[src/hdl/dcsw_pkg.sv]
// constants and field positions of the drive command/status word block
package dcsw_pkg;
  // holding register numbers seen by the master
  localparam logic [15:0] DCSW_REG_CMD = 16'hC350;  // 50000 decimal
  localparam logic [15:0] DCSW_REG_REF = 16'hC35A;  // 50010 decimal
  localparam logic [15:0] DCSW_REG_STA = 16'hC418;  // 50200 decimal
  localparam logic [15:0] DCSW_REG_ACT = 16'hC422;  // 50210 decimal
  // command word fields
  localparam int CW_PRESET_LO = 0;
  localparam int CW_PRESET_HI = 1;
  localparam int CW_DCBRAKE_N = 2;
  localparam int CW_COAST_N = 3;
  localparam int CW_QSTOP_N = 4;
  localparam int CW_HOLD_N = 5;
  localparam int CW_START = 6;
  localparam int CW_RESET = 7;
  localparam int CW_JOG = 8;
  localparam int CW_RAMP2 = 9;
  localparam int CW_VALID = 10;
  localparam int CW_RELAY1 = 11;
  localparam int CW_RELAY2 = 12;
  localparam int CW_SETUP_LO = 13;
  localparam int CW_SETUP_HI = 14;
  localparam int CW_REVERSE = 15;
  // state word fields
  localparam int SW_CTRL_RDY = 0;
  localparam int SW_DRV_RDY = 1;
  localparam int SW_ENABLE = 2;
  localparam int SW_TRIP = 3;
  localparam int SW_ERROR = 4;
  localparam int SW_TRIPLOCK = 6;
  localparam int SW_WARN = 7;
  localparam int SW_AT_REF = 8;
  localparam int SW_BUS_CTRL = 9;
  localparam int SW_FLIM_OK = 10;
  localparam int SW_IN_OP = 11;
  localparam int SW_OT_AUTO = 12;
  localparam int SW_VOLT = 13;
  localparam int SW_TORQUE = 14;
  localparam int SW_TIMER = 15;
  // relay function codes and set-up mode code
  localparam logic [7:0] RELAY_FN_CW11 = 8'h24;  // 36
  localparam logic [7:0] RELAY_FN_CW12 = 8'h25;  // 37
  localparam logic [7:0] SETUP_MULTI = 8'h09;
  // reversing source selections
  typedef enum logic [1:0] {DCSW_REV_DIN, DCSW_REV_SERIAL, DCSW_REV_OR, DCSW_REV_AND} dcsw_rev_t;
  localparam logic [15:0] DCSW_WORD_ZERO = 16'h0000;
  localparam logic [15:0] DCSW_FULL_SCALE = 16'h4000;  // 100 percent
endpackage

[src/hdl/dcsw_core.sv]
// drive command word decoder and state word assembler
module dcsw_core (
  // clock and reset
  input wire logic core_clk,
  input wire logic nrst,
  // holding register access from the bus front end
  input wire logic regWrite,
  input wire logic regRead,
  input wire logic [15:0] regAddr,
  input wire logic [15:0] regWdata,
  output logic [15:0] regRdata,
  output logic regRdValid,
  // configuration
  input wire logic [7:0] relay1Func,
  input wire logic [7:0] relay2Func,
  input wire logic [7:0] activeSetupSel,
  input wire dcsw_pkg::dcsw_rev_t revSource,
  input wire logic dinReverse,
  // drive state from the motor control
  input wire logic [15:0] actualFreq,
  input wire logic tripActive,
  input wire logic errorActive,
  input wire logic tripLocked,
  input wire logic warnActive,
  input wire logic atReference,
  input wire logic freqInLimits,
  input wire logic startPresent,
  input wire logic localBlock,
  input wire logic otAutoRestart,
  input wire logic dcLinkOut,
  input wire logic torqueOver,
  input wire logic timerOver,
  input wire logic linkLost,
  input wire logic dinStop,
  // drive commands
  output logic [1:0] presetSel,
  output logic dcBrake,
  output logic coast,
  output logic quickStop,
  output logic freqHold,
  output logic rampStop,
  output logic tripReset,
  output logic jogEn,
  output logic rampSet2,
  output logic relay1,
  output logic relay2,
  output logic [1:0] setupSel,
  output logic reverse,
  output logic [15:0] speedRef
);
  import dcsw_pkg::*;

  typedef struct packed {
    logic [15:0] cmd;
    logic [15:0] spd;
    logic [15:0] sta;
    logic [15:0] act;
    logic prevReset;
    logic [15:0] rdata;
    logic rdValid;
    logic [1:0] preset;
    logic dcBrake;
    logic coast;
    logic qStop;
    logic hold;
    logic rStop;
    logic tReset;
    logic jog;
    logic ramp2;
    logic rel1;
    logic rel2;
    logic [1:0] setup;
    logic rev;
  } dcsw_state_t;

  dcsw_state_t st_q;
  dcsw_state_t st_d;
  logic [15:0] cw;
  logic [15:0] staWord;

  // ************************************************************
  // next-state logic
  // ************************************************************
  always_comb begin
    st_d = st_q;
    st_d.tReset = 1'b0;
    // whole word taken in one cycle so every decoded bit changes together
    if (regWrite && regAddr == DCSW_REG_CMD) begin
      st_d.cmd = regWdata;
    end
    if (regWrite && regAddr == DCSW_REG_REF) begin
      st_d.spd = regWdata;
    end
    cw = st_q.cmd;
    // an invalid word leaves every command at its last accepted value, except trip reset (cleared) and reverse under DCSW_REV_DIN
    if (cw[CW_VALID]) begin
      st_d.preset = {cw[CW_PRESET_HI], cw[CW_PRESET_LO]};
      st_d.dcBrake = ~cw[CW_DCBRAKE_N];
      st_d.coast = ~cw[CW_COAST_N];
      st_d.hold = ~cw[CW_HOLD_N];
      // frozen output ignores ramp and quick stops
      st_d.qStop = ~cw[CW_QSTOP_N] & cw[CW_HOLD_N];
      st_d.rStop = ~cw[CW_START] & cw[CW_HOLD_N];
      st_d.tReset = cw[CW_RESET] & ~st_q.prevReset;
      st_d.prevReset = cw[CW_RESET];
      st_d.jog = cw[CW_JOG];
      st_d.ramp2 = cw[CW_RAMP2];
      st_d.rel1 = cw[CW_RELAY1] & (relay1Func == RELAY_FN_CW11);
      st_d.rel2 = cw[CW_RELAY2] & (relay2Func == RELAY_FN_CW12);
      if (activeSetupSel == SETUP_MULTI) begin
        st_d.setup = {cw[CW_SETUP_HI], cw[CW_SETUP_LO]};
      end
      unique case (revSource)
        DCSW_REV_DIN: st_d.rev = dinReverse;
        DCSW_REV_SERIAL: st_d.rev = cw[CW_REVERSE];
        DCSW_REV_OR: st_d.rev = cw[CW_REVERSE] | dinReverse;
        DCSW_REV_AND: st_d.rev = cw[CW_REVERSE] & dinReverse;
      endcase
    end else begin
      st_d.rev = (revSource == DCSW_REV_DIN) ? dinReverse : st_q.rev;
    end
    // state word assembly
    staWord = DCSW_WORD_ZERO;
    staWord[SW_CTRL_RDY] = ~tripActive;
    staWord[SW_DRV_RDY] = ~tripActive & (st_q.coast | dinStop);
    staWord[SW_ENABLE] = ~st_q.coast & ~st_q.dcBrake;
    staWord[SW_TRIP] = tripActive;
    staWord[SW_ERROR] = errorActive;
    staWord[SW_TRIPLOCK] = tripLocked;
    staWord[SW_WARN] = warnActive;
    staWord[SW_AT_REF] = atReference;
    staWord[SW_BUS_CTRL] = ~localBlock;
    staWord[SW_FLIM_OK] = freqInLimits;
    staWord[SW_IN_OP] = startPresent | (actualFreq != DCSW_WORD_ZERO);
    staWord[SW_OT_AUTO] = otAutoRestart;
    staWord[SW_VOLT] = dcLinkOut;
    staWord[SW_TORQUE] = torqueOver;
    staWord[SW_TIMER] = timerOver;
    st_d.sta = linkLost ? DCSW_WORD_ZERO : staWord;
    st_d.act = actualFreq;
    // read port: one cycle latency, unmapped numbers read as zero
    st_d.rdValid = regRead;
    st_d.rdata = DCSW_WORD_ZERO;
    if (regRead) begin
      unique case (regAddr)
        DCSW_REG_CMD: st_d.rdata = st_q.cmd;
        DCSW_REG_REF: st_d.rdata = st_q.spd;
        DCSW_REG_STA: st_d.rdata = st_q.sta;
        DCSW_REG_ACT: st_d.rdata = st_q.act;
        default: st_d.rdata = DCSW_WORD_ZERO;
      endcase
    end
  end

  // ************************************************************
  // state register
  // ************************************************************
  always_ff @(posedge core_clk or negedge nrst) begin
    if (!nrst) begin
      st_q <= '0;
    end else begin
      st_q <= st_d;
    end
  end

  assign regRdata = st_q.rdata;
  assign regRdValid = st_q.rdValid;
  assign presetSel = st_q.preset;
  assign dcBrake = st_q.dcBrake;
  assign coast = st_q.coast;
  assign quickStop = st_q.qStop;
  assign freqHold = st_q.hold;
  assign rampStop = st_q.rStop;
  assign tripReset = st_q.tReset;
  assign jogEn = st_q.jog;
  assign rampSet2 = st_q.ramp2;
  assign relay1 = st_q.rel1;
  assign relay2 = st_q.rel2;
  assign setupSel = st_q.setup;
  assign reverse = st_q.rev;
  assign speedRef = st_q.spd;

  // ************************************************************
  // checks
  // ************************************************************
  resetEdge_a: assert property (@(posedge core_clk) disable iff (!nrst)
    tripReset |-> $past(st_q.cmd[CW_RESET]) && $past(st_q.cmd[CW_VALID])
      && !$past(st_q.prevReset))
    else $error("trip reset without rising edge");
  resetOnce_a: assert property (@(posedge core_clk) disable iff (!nrst)
    tripReset |=> !tripReset)
    else $error("trip reset repeated");
  invalidHold_a: assert property (@(posedge core_clk) disable iff (!nrst)
    !st_q.cmd[CW_VALID] |=> $stable(coast) && $stable(presetSel) && $stable(jogEn))
    else $error("invalid word changed commands");
  coastMap_a: assert property (@(posedge core_clk) disable iff (!nrst)
    st_q.cmd[CW_VALID] |=> coast == !$past(st_q.cmd[CW_COAST_N]))
    else $error("coast not following word");
  presetMap_a: assert property (@(posedge core_clk) disable iff (!nrst)
    st_q.cmd[CW_VALID] |=> presetSel == $past(st_q.cmd[1:0]))
    else $error("preset select wrong");
  holdBlock_a: assert property (@(posedge core_clk) disable iff (!nrst)
    freqHold |-> !quickStop && !rampStop)
    else $error("ramp stop while frozen");
  relayGate_a: assert property (@(posedge core_clk) disable iff (!nrst)
    relay1 |-> $past(relay1Func) == RELAY_FN_CW11)
    else $error("relay one without function");
  linkZero_a: assert property (@(posedge core_clk) disable iff (!nrst)
    linkLost |=> st_q.sta == DCSW_WORD_ZERO)
    else $error("state word not cleared");
  cmdAtomic_a: assert property (@(posedge core_clk) disable iff (!nrst)
    regWrite && regAddr == DCSW_REG_CMD |=> st_q.cmd == $past(regWdata))
    else $error("command word not taken whole");
  brakeMap_a: assert property (@(posedge core_clk) disable iff (!nrst)
    st_q.cmd[CW_VALID] |=> dcBrake == !$past(st_q.cmd[CW_DCBRAKE_N]))
    else $error("dc brake not following word");
  jogMap_a: assert property (@(posedge core_clk) disable iff (!nrst)
    st_q.cmd[CW_VALID] |=> jogEn == $past(st_q.cmd[CW_JOG]))
    else $error("jog not following word");
  rampMap_a: assert property (@(posedge core_clk) disable iff (!nrst)
    st_q.cmd[CW_VALID] |=> rampSet2 == $past(st_q.cmd[CW_RAMP2]))
    else $error("ramp set not following word");
  setupHold_a: assert property (@(posedge core_clk) disable iff (!nrst)
    activeSetupSel != SETUP_MULTI |=> $stable(setupSel))
    else $error("set-up changed outside multi mode");
  readAnswer_a: assert property (@(posedge core_clk) disable iff (!nrst)
    regRead |=> regRdValid)
    else $error("read not answered");
endmodule

[config.mk]
export PLATFORM = sky130hd
export DESIGN_NAME = dcsw_core
export DESIGN_NICKNAME = d
export VERILOG_FILES = /design/src/hdl/dcsw_pkg.sv /design/src/hdl/dcsw_core.sv
export SDC_FILE = /design/constraint.sdc
export NUM_CORES = 1
export LEC_CHECK = 0
export BUFFER_PORTS_ARGS = -buffer_cell sky130_fd_sc_hd__buf_2
export CAP_MARGIN = 20
export CORE_ASPECT_RATIO = 1.2
export CORE_MARGIN = 2
export CORE_UTILIZATION = 42
export CTS_CLUSTER_DIAMETER = 30
export DETAILED_ROUTE_END_ITERATION = 8
export PLACE_DENSITY = 0.69
export SLEW_MARGIN = 30
export SYNTH_ARGS = -nofsm -noshare
export SYNTH_HDL_FRONTEND = slang
export SYNTH_SLANG_ARGS = --single-unit
[constraint.sdc]
create_clock -name core_clk -period 1.33 [get_ports core_clk]
set_input_delay 0.1995 -clock core_clk [delete_from_list [all_inputs] [get_ports core_clk]]
set_output_delay 0.1995 -clock core_clk [all_outputs]
set_load 0.05 [all_outputs]
# Yosys cells after proc, flatten, opt, wreduce, memory -nomap -nowiden
# Index checks and enable logic that the tools add are counted.
[word_totals]
regBits = 97
inputBits = 93
output_inout_bits = 48
elab_cells = 65
[op_classes]
n_eq_ne = 10
muxes = 8
n_bitwise = 21
reduce_logical = 6
[ops]
columns = ["operator", "n"]
rows = [
  ["equality test 16 bit, second input constant", 4],
  ["one-hot mux 16 bit (4 select lines)", 1],
  ["two-way mux 16 bit", 2],
  ["equality test 8 x 6 -> 1 bit, second input constant", 2],
  ["nonzero test 16 bit", 1],
  ["inverter 1 bit", 10],
  ["bitwise AND 1 bit", 8],
  ["equality test 8 x 4 -> 1 bit, second input constant", 1],
  ["two-way mux 7 bit", 1],
  ["equality test 2 bit, second input constant", 2],
  ["one-hot mux 1 bit (4 select lines)", 1],
  ["OR 1 bit", 3],
  ["equality test 2 x 1 -> 1 bit, second input constant", 1],
  ["logical AND 1 bit", 2],
  ["logical NOT 2 bit", 1],
  ["two-way mux 1 bit", 2],
  ["two-way mux 2 bit", 1],
  ["AND reduction 2 bit", 1],
  ["nonzero test 2 bit", 1],
]

# Logic depth before layout (Yosys ltp)
# Gate-level depths: netlist of run 1.
[depth]
ltp_word = 3
depth_mapped = 6
depth_no_buf = 5

# Worst setup path after synthesis of run 1
# OpenSTA, ideal clock, no wires.
[synth_path]
path_kind = "input to register"
from = "in regAddr[11]"
to = "reg st_q (netlist bit speedRef[10])"
setup_ns = 0.125
t_arrival_ns = 1.895
required_time_ns = 1.205
slack_ns = -0.690
path_stages = 6
path_buffers = 1
cell_sequence = "or4b_4 nor2_1 nand3_1 nor3_4 buf_4 mux2_2"
[synth_between]
elab_chain_cells = 2
[synth_rtl]
columns = ["item", "line_no", "text"]
rows = [
  ["start: declaration", "dcsw_core.sv:9", "input wire logic [15:0] regAddr,"],
  ["equality test 16 bit", "dcsw_core.sv:91", "if (regWrite && regAddr == DCSW_REG_REF) begin"],
  ["logical AND 1 bit", "dcsw_core.sv:91", ""],
  ["end signal: assignment", "dcsw_core.sv:162", "st_q <= st_d;"],
  ["end: declaration", "dcsw_core.sv:76", "dcsw_state_t st_q;"],
]
# Every way passes these cells.
# A chain may end at the register's enable or synchronous reset.

# Worst setup path in the final report of run 1
[layout_path]
from = "in regAddr[12]"
to = "reg st_q (netlist bit speedRef[3])"
# Same word-level chain as after synthesis.

==> impl_metrics.json, run 1 <==
{
  "wl_per_cell_um": 17.8,
  "rrSetupSlack_ns": 0.27,
  "pre_cts_slack_ns": -0.644,
  "hold_start": "localBlock",
  "worstMarginPinSlew_ns": 0.503,
  "cap_violations": 0,
  "p_leak_nw": 2.88,
  "r2r_start": "cw[10]$_DFFE_PN0P_",
  "skew_ns": 0.00552,
  "slowest_stage": "or4b_4",
  "worstPathRequired_ns": 1.56,
  "dp_hpwl_um": 7420,
  "drc": 0,
  "first_pass_iters": 4,
  "final-hold-violation-count": 0,
  "grt_pass1_vias": 3258,
  "clock_latency_ns": 0.34,
  "fmax_mhz": 618,
  "die_h_um": 112,
  "p_total_mw": 5.75,
  "grt_overflow": 0,
  "antenna_found_initial": 0,
  "synth_compound_area_share_pct": 9.88,
  "worst_slack_ns": -0.289,
  "initialDrtViolationCount": 142,
  "regArea_um2": 2400,
  "setup_viol": 48,
  "synth_mux_area_share_pct": 11.4,
  "cp-end-kind": "register",
  "p_per_area_nw_per_um2": 1010,
  "multi_input_area_um2": 1610,
  "chipWidth_um": 94.3,
  "synthXorXnorAreaFrac_pct": 0,
  "nFillCells": 758,
  "worstPathMaxFanout": 16,
  "clkSinkCount": 96,
  "cts_tree": "done",
  "antennaDiodeCount": 0,
  "status": "complete, but fails checks",
  "drive_gt1_share_pct": 53.2,
  "synth_top_family_by_area": "multiplexers",
  "finalCritPeriodShare_pct": 122,
  "holdCritPathClass": "in2reg",
  "yosys.area_share.simple_pct": 11.2,
  "final_nets": 575,
  "synth_area_um2": 4110,
  "start_util_pct": 43.1,
  "mostFrequentLayoutCell": "buf_2",
  "hold-worst-slack_ns": 0.0197,
  "synth_cell_type_count": 42,
  "cp_cell_sequence": "buf_6, or4b_4, nor2_4, nand3_4, nor3_4, buf_12, mux2_2",
  "clk_pin_slew_ns": 0.06,
  "ir_worst_vdd_v": 0.000577,
  "gr-usage-all-layers_pct": 21.3,
  "dieArea_um2": 10600,
  "start_kind": "input pin",
  "ctsRootBufferMaster": "clkbuf_16",
  "drv_slew": 0,
  "ant_nets": 0,
  "synthAdderAreaFrac_pct": 0,
  "viasPerCell": 5.14,
  "period_minus_slack_ns": 1.62,
  "yosysSeqAreaShare_pct": 58.5,
  "coreArea_um2": 9520,
  "clock_path_buffers": 2,
  "yosys_warnings": 0,
  "numCtsBuffers": 9,
  "cp.arrival_ns": 1.85,
  "netlist_instances": 327,
  "crit_path_max_incr_delay_ns": 0.56,
  "grt_pass1_wl_um": 16900,
  "rows": 39,
  "grt_max_degree": 97,
  "crit_start": "regAddr[12]",
  "io_buffers": 140,
  "synth_fp_nets": 420,
  "layout_common_cells": "buf_2 (138), dfrtp_1 (96), mux2_4 (32)",
  "routed-via-count": 3138,
  "syn2layout_area_growth_pct": 39.3,
  "place.detailed.instances": 572,
  "slew_headroom_pct": 66.5,
  "routed_wl_um": 10900,
  "pin_count": 141,
  "stdcell_count": 610,
  "worstSetupPathType": "in2reg",
  "fin_util_pct": 60.1,
  "avgSynthCellArea_um2": 12.6,
  "violations": "setup timing",
  "synth_seq_cells": 96,
  "cts.htree.levels": 3,
  "place_congestion": 0.790,
  "rsz0062_at_grt": "yes"
}
[final timing paths]
check,to,depth (start not counted)
min in group asynchronous,relay1$_DFFE_PN0P_,3
worst min register to register,tripReset$_DFF_PN0_,1
worst min-delay path,st_q[58]$_DFF_PN0_,2
worst max register to register,rampSet2$_DFFE_PN0P_,2
worst max-delay path,speedRef[3]$_DFFE_PN0P_,7
max in group asynchronous,st_q[33]$_DFF_PN0_,3
[flip-flops by register name (all words and copies together) (netlist names), 2 cells and up]
name	count
st_q	32
setupSel	2
presetSel	2
speedRef	16
cw	16
regRdata	16
[layer usage]
metal | up-vias | global-route usage, % | part of all wire (%)
met1 | 1560 | 25.7 | 39
met3 | 23 | 3.22 | 4.5
met4 | 0 | 10.0 | 3.1
met5 | - | 0 | 0
met2 | 103 | 37.0 | 53
li1 | 1452 | - | -
[cell families after synthesis]
| kind of cell | count (synthesis) |
|---|---|
| AND/OR/NAND/NOR | 73 |
| multiplexers | 42 |
| buffers and inverters | 59 |
| flip-flops | 96 |
| AO/OA/AOI/OAI | 57 |
[per-stage QoR]
step,setup TNS [ns],instance area (µm²)
6_report,-10.80,5720
3_5_place_dp,-28.64,4990
2_1_floorplan,-24.29,4160
3_3_place_gp,-27.33,4990
4_1_cts,-10.55,5620
5_1_grt,-12.52,5720
[timing repair]
| item | in CTS | in global routing |
|---|---|---|
| pin swaps | 9 | 12 |
| hold buffers | 17 | 0 |
| setup endpoints to repair | 48 | 51 |
| gates resized for setup | 31 | 35 |
| hold endpoints to repair | 112 | 0 |
| setup buffers | 5 | 1 |
| cloned | 1 | 0 |
[power breakdown]
group          internal [mW]  total [mW]  switching (mW)
clock network           1.27        2.33            1.07
logic                  0.207       0.424           0.216
registers               2.97        2.99          0.0202
[final cells by class]
type	instances	area share, %
Timing Repair Buffer	191	21.8
Tap cell	123	2.69
Multi-Input combinational cell	172	28.1
Clock inverter	5	0.547
Sequential cell	96	42.0
Clock buffer	11	4.07
Inverter	12	0.787
[cell usage after synthesis (all sizes together)]
cell	instances	share of area (%)
nor4b	4	1.2
nor2	15	1.4
or4b	2	0.58
clkbuf	4	0.37
nand3	2	0.24
nor4	5	1.1
a21oi	14	1.7
buf	43	7.6
or3	1	0.15
a222oi	3	0.73
o31ai	1	0.18
dfrtp	96	59
o21ai	6	0.73
o22ai	2	0.30
o2111ai	1	0.21
a32oi	1	0.21
o221ai	1	0.21
and4b	1	0.24
nand4bb	1	0.27
o21a	1	0.18
a22oi	12	2.2
inv	12	1.1
nor3b	1	0.18
nand4	3	0.46
mux2i	4	0.98
nor2b	10	1.5
nor3	4	0.76
nand4b	3	0.64
nand3b	2	0.37
and2b	1	0.18
nand2	16	1.5
or2	1	0.15
nand2b	1	0.15
mux2	38	10
a22o	15	3.2
[critical path, delay by kind of cell]
family / cells / cell delay (ns)
buffers and inverters: 2 / 0.30
and+or+nand+nor: 4 / 1.00
muxes: 1 / 0.34
Power figures use the tool's default switching activity.
==> run 2, diff against run 1 <==
Settings changed: CORE_UTILIZATION 42 to 47, PLACE_DENSITY 0.69 to 0.76.
==> impl_metrics.json, run 2 (synthesis results as in run 1) <==
{
  "largest_reg_flops": 32,
  "worstSetupPathType": "in2reg",
  "hold-worst-slack_ns": 0.0188,
  "worstPathMaxFanout": 6,
  "numCtsBuffers": 9,
  "layout_common_cells": "buf_2 (138), dfrtp_1 (96), mux2_4 (31)",
  "ant_nets": 0,
  "routed_wl_um": 10900,
  "crit_cells": 8,
  "gr-usage-all-layers_pct": 23.6,
  "ctsRootBufferMaster": "clkbuf_8",
  "worstPathRequired_ns": 1.63,
  "slew_headroom_pct": 77.9,
  "drc": 0,
  "viasPerCell": 5.23,
  "violations": "setup timing",
  "mostFrequentLayoutCell": "buf_2",
  "route.top_layer_used": "met4",
  "worstMarginPinSlew_ns": 0.332,
  "cp_common_cell": "buf_6",
  "finalCritPeriodShare_pct": 123,
  "cp_cell_sequence": "buf_6, or4b_4, buf_12, nor4b_4, and2b_2, buf_6, a222oi_1, nor2_1",
  "max_flop_register": "st_q",
  "place_congestion": 0.829,
  "grt_pass1_wl_um": 16800,
  "whs_path_depth": 2,
  "rsz0062_at_grt": "yes",
  "dieArea_um2": 9500,
  "clock_path_buffers": 2,
  "clock_latency_ns": 0.37,
  "ir_worst_vdd_v": 0.000617,
  "p_leak_nw": 2.83,
  "hold_start": "tripActive",
  "rows": 37,
  "dr_wl_met3_um": 641,
  "rrSetupSlack_ns": 0.20,
  "drt-met1-wl_um": 4140,
  "tns_ns": -10.46,
  "whs_endpoint": "st_q[49]$_DFF_PN0_",
  "route.met2.wl_um": 5760,
  "wl_per_cell_um": 17.8,
  "clkSinkCount": 96,
  "p_per_area_nw_per_um2": 926,
  "cp.arrival_ns": 1.93,
  "stdcell_count": 611,
  "initialDrtViolationCount": 191,
  "drv_slew": 0,
  "start_util_pct": 48.2,
  "chipWidth_um": 89.3,
  "grt_pass1_vias": 3444,
  "worst_slack_ns": -0.304,
  "start_kind": "input pin",
  "fmax_mhz": 612,
  "cts_tree": "done",
  "grt_max_degree": 33,
  "skew_ns": 0.0113,
  "die_h_um": 106,
  "io_buffers": 140,
  "r2r_end": "jogEn$_DFFE_PN0P_",
  "path_buf_inv": 3,
  "pre_cts_slack_ns": -0.665,
  "r2r_start": "cw[10]$_DFFE_PN0P_",
  "status": "complete, but fails checks",
  "grt_overflow": 0,
  "period_minus_slack_ns": 1.63,
  "nFillCells": 658,
  "critPathTopFamily": "simple AND/OR/NAND/NOR gates",
  "clk_pin_slew_ns": 0.10,
  "cap_violations": 0,
  "first_pass_iters": 4,
  "antennaDiodeCount": 0,
  "fin_util_pct": 66.7,
  "final_nets": 582,
  "place.detailed.instances": 571,
  "drive_gt1_share_pct": 53.4,
  "coreArea_um2": 8520,
  "cp-end-kind": "register",
  "r2r_cells": 2,
  "crit_path_max_incr_delay_ns": 0.57,
  "cts.htree.levels": 3,
  "slowest_stage": "or4b_4",
  "final-hold-violation-count": 0,
  "syn2layout_area_growth_pct": 38.4,
  "dp_hpwl_um": 7720,
  "pin_count": 141,
  "routed-via-count": 3193,
  "setup_viol": 49,
  "holdCritPathClass": "in2reg",
  "antenna_found_initial": 0
}
run 2: cell types whose count changed in the layout (fill, tap and decap cells not counted), sizes merged:
cell | before | now
buf | 174 | 179
clkbuf | 11 | 9
dlygate4sd3 | 17 | 19
inv | 13 | 15
run 2: layout make-up:
cell class                 instances  area (µm²)  share of cell area (%)
sequential                        96        2400                    42.3
clock inverter                     7        66.3                    1.17
multi-input combinational        172        1580                    27.7
clock buffer                       9         124                    2.18
timing repair buffer             198        1320                    23.3
inverter                          12        45.0                   0.793
tap                              117         146                    2.58
run 2: where the power goes:
part | leakage (nW) | switching, mW | internal (mW)
Sequential | 1.27 | 0.0215 | 2.97
Combinational | 1.46 | 0.217 | 0.219
Clock | 0.0949 | 1.11 | 0.722
Total | 2.83 | 1.35 | 3.91
run 2: worst max path at each step:
stage | startpoint | to | slack, ns
detailed placement | regAddr[12] | regRdata[4]$_DFF_PN0_ | -0.66
floorplan | regAddr[12] | speedRef[10]$_DFFE_PN0P_ | -0.62
global route | regAddr[11] | regRdata[1]$_DFF_PN0_ | -0.28
finish | regAddr[11] | regRdata[1]$_DFF_PN0_ | -0.30
CTS | regAddr[11] | regRdata[1]$_DFF_PN0_ | -0.26
global placement | regAddr[12] | speedRef[9]$_DFFE_PN0P_ | -0.62
run 2: metal layers:
metal  up-vias  global-route usage [%]
met5         -                       0
met4         0                    10.6
met3        26                    3.03
met2       121                    40.3
met1      1589                    29.2
li1       1457                       -
run 2: metrics by stage:
step | total power [mW] | area, µm²
after global placement | 3.42 | 5040
after global routing | 5.48 | 5680
after floorplan | 3.13 | 4160
final | 5.26 | 5680
after detailed placement | 3.43 | 5040
after CTS | 5.29 | 5620
run 2: what timing repair did:
item	in CTS	in global routing
hold buffers	19	0
cloned	1	0
pin swaps	2	5
hold endpoints to repair	37	0
setup buffers	5	1
gates resized for setup	29	27
setup endpoints to repair	48	49
==> run 3, diff against run 2 <==
Settings changed: ABC_CLOCK_PERIOD_IN_PS set to 1800.
Clock period 1.33 ns to 1.8 ns, I/O delays scaled along.
==> impl_metrics.json, run 3 (synthesis results as in run 1) <==
{
  "worstPathRequired_ns": 2.05,
  "nFillCells": 759,
  "cp.arrival_ns": 1.93,
  "rows": 37,
  "initialDrtViolationCount": 253,
  "cts.htree.levels": 3,
  "routed_wl_um": 9530,
  "place_congestion": 0.842,
  "combPwrFrac_pct": 6.4,
  "regArea_um2": 2400,
  "fmax_mhz": 596,
  "gr-usage-all-layers_pct": 21.0,
  "ant_nets": 0,
  "antennaDiodeCount": 0,
  "grt_pass1_vias": 3032,
  "setup_viol": 0,
  "p_leak_nw": 2.59,
  "grt_max_degree": 97,
  "clkSinkCount": 96,
  "slowest_stage": "or4b_4",
  "dieArea_um2": 9500,
  "largest_reg_flops": 32,
  "viasPerCell": 5.19,
  "cts_resized": 0,
  "cp_cell_sequence": "buf_2, or4b_4, nor2_4, nand3_2, nor3_4, buf_12, mux2_2",
  "worstSetupPathType": "in2reg",
  "antenna_found_initial": 0,
  "start_util_pct": 48.2,
  "pin_count": 141,
  "finalCritPeriodShare_pct": 93.2,
  "syn2layout_area_growth_pct": 24.9,
  "chipWidth_um": 89.3,
  "cp-end-kind": "register",
  "clkPwrFrac_pct": 38.3,
  "drc": 0,
  "holdCritPathClass": "in2reg",
  "multi_input_area_um2": 1360,
  "clock_path_buffers": 2,
  "place.detailed.instances": 558,
  "period_minus_slack_ns": 1.68,
  "clock_latency_ns": 0.36,
  "dp_hpwl_um": 7020,
  "io_buffers": 140,
  "drive_gt1_share_pct": 49.1,
  "skew_ns": 0.00726,
  "grt_pass1_wl_um": 14900,
  "cap_violations": 0,
  "ctsRootBufferMaster": "clkbuf_8",
  "die_h_um": 106,
  "final_nets": 546,
  "p_int_mw": 3.10,
  "routed-via-count": 2983,
  "crit_path_max_incr_delay_ns": 0.57,
  "rsz0062_at_grt": "no",
  "clk_pin_slew_ns": 0.09,
  "cts_tree": "done",
  "final-hold-violation-count": 0,
  "p_seq_share_pct": 55.3,
  "slew_headroom_pct": 66.2,
  "p_per_area_nw_per_um2": 779,
  "fin_util_pct": 60.2,
  "hold_buffers": 1,
  "p_sw_share_pct": 22.4,
  "start_kind": "input pin",
  "numCtsBuffers": 9,
  "coreArea_um2": 8520,
  "drv_slew": 0,
  "layout_common_cells": "buf_2 (139), dfrtp_1 (96), mux2_2 (38)",
  "grt_overflow": 0,
  "switchingPower_mw": 0.895,
  "worstPathMaxFanout": 16,
  "placed_area_um2": 4900,
  "first_pass_iters": 4,
  "mostFrequentLayoutCell": "buf_2",
  "status": "finished clean",
  "max_flop_register": "st_q",
  "ir_worst_vdd_v": 0.000522,
  "worstMarginPinSlew_ns": 0.503,
  "post_cts_buffers": 0,
  "fin_area_um2": 5130,
  "stdcell_count": 575,
  "wl_per_cell_um": 16.6
}
## run 3: metrics by stage
stage                     setup TNS [ns]  power (mW)  hold slack [ns]  worst slack (ns)
after floorplan                    -5.01        2.31          -0.0256            -0.220
after global placement             -7.99        2.50            0.352            -0.221
after detailed placement           -9.21        2.51            0.360            -0.264
after CTS                              0        4.03          0.00566             0.121
after global routing                   0        4.14          0.00777            0.0627
final                                  0        4.00           0.0206             0.123
## run 3: area by class of cell
class                           instances  share of cell area (%)
Inverter                               12                   0.879
Sequential cell                        96                    46.9
Multi-Input combinational cell        172                    26.6
Clock buffer                           12                    2.64
Tap cell                              117                    2.86
Clock inverter                          4                    1.49
Timing Repair Buffer                  162                    18.7
## run 3: power by group through the flow
| stage | Sequential [mW] | Clock, mW | Combinational, mW |
|---|---|---|---|
| CTS | 2.21 | 1.56 | 0.262 |
| floorplan | 2.26 | 0 | 0.0488 |
| global route | 2.21 | 1.65 | 0.288 |
| finish | 2.21 | 1.53 | 0.258 |
| detailed placement | 2.25 | 0 | 0.259 |
| global placement | 2.25 | 0 | 0.253 |
## run 3: worst max-delay path, delay by kind of cell
family                 cells  cell delay [ns]
AND/OR/NAND/NOR            4             1.03
buffers and inverters      2             0.28
multiplexers               1             0.34
## run 3: layer usage
layer | up-vias | track usage (%) | wire length (µm)
met2 | 113 | 34.0 | 4870
met3 | 23 | 3.73 | 433
met1 | 1461 | 27.1 | 3910
li1 | 1386 | - | -
met4 | 0 | 9.91 | 320
met5 | - | 0 | 0
## run 3: path summary, 6_finish.rpt
kind / start / to / cells after the start / slack [ns]
setup reg to reg: speedRef[14]$_DFFE_PN0P_ / regRdata[14]$_DFF_PN0_ / 3 / 0.69
hold / removal: actualFreq[10] / st_q[43]$_DFF_PN0_ / 1 / 0.02
hold reg to reg: st_q[32]$_DFFE_PN0P_ / tripReset$_DFF_PN0_ / 1 / 0.44
max in group asynchronous: nrst / st_q[33]$_DFF_PN0_ / 3 / 0.92
min in group asynchronous: nrst / relay1$_DFFE_PN0P_ / 3 / 0.49
setup / recovery: regAddr[12] / speedRef[15]$_DFFE_PN0P_ / 7 / 0.12
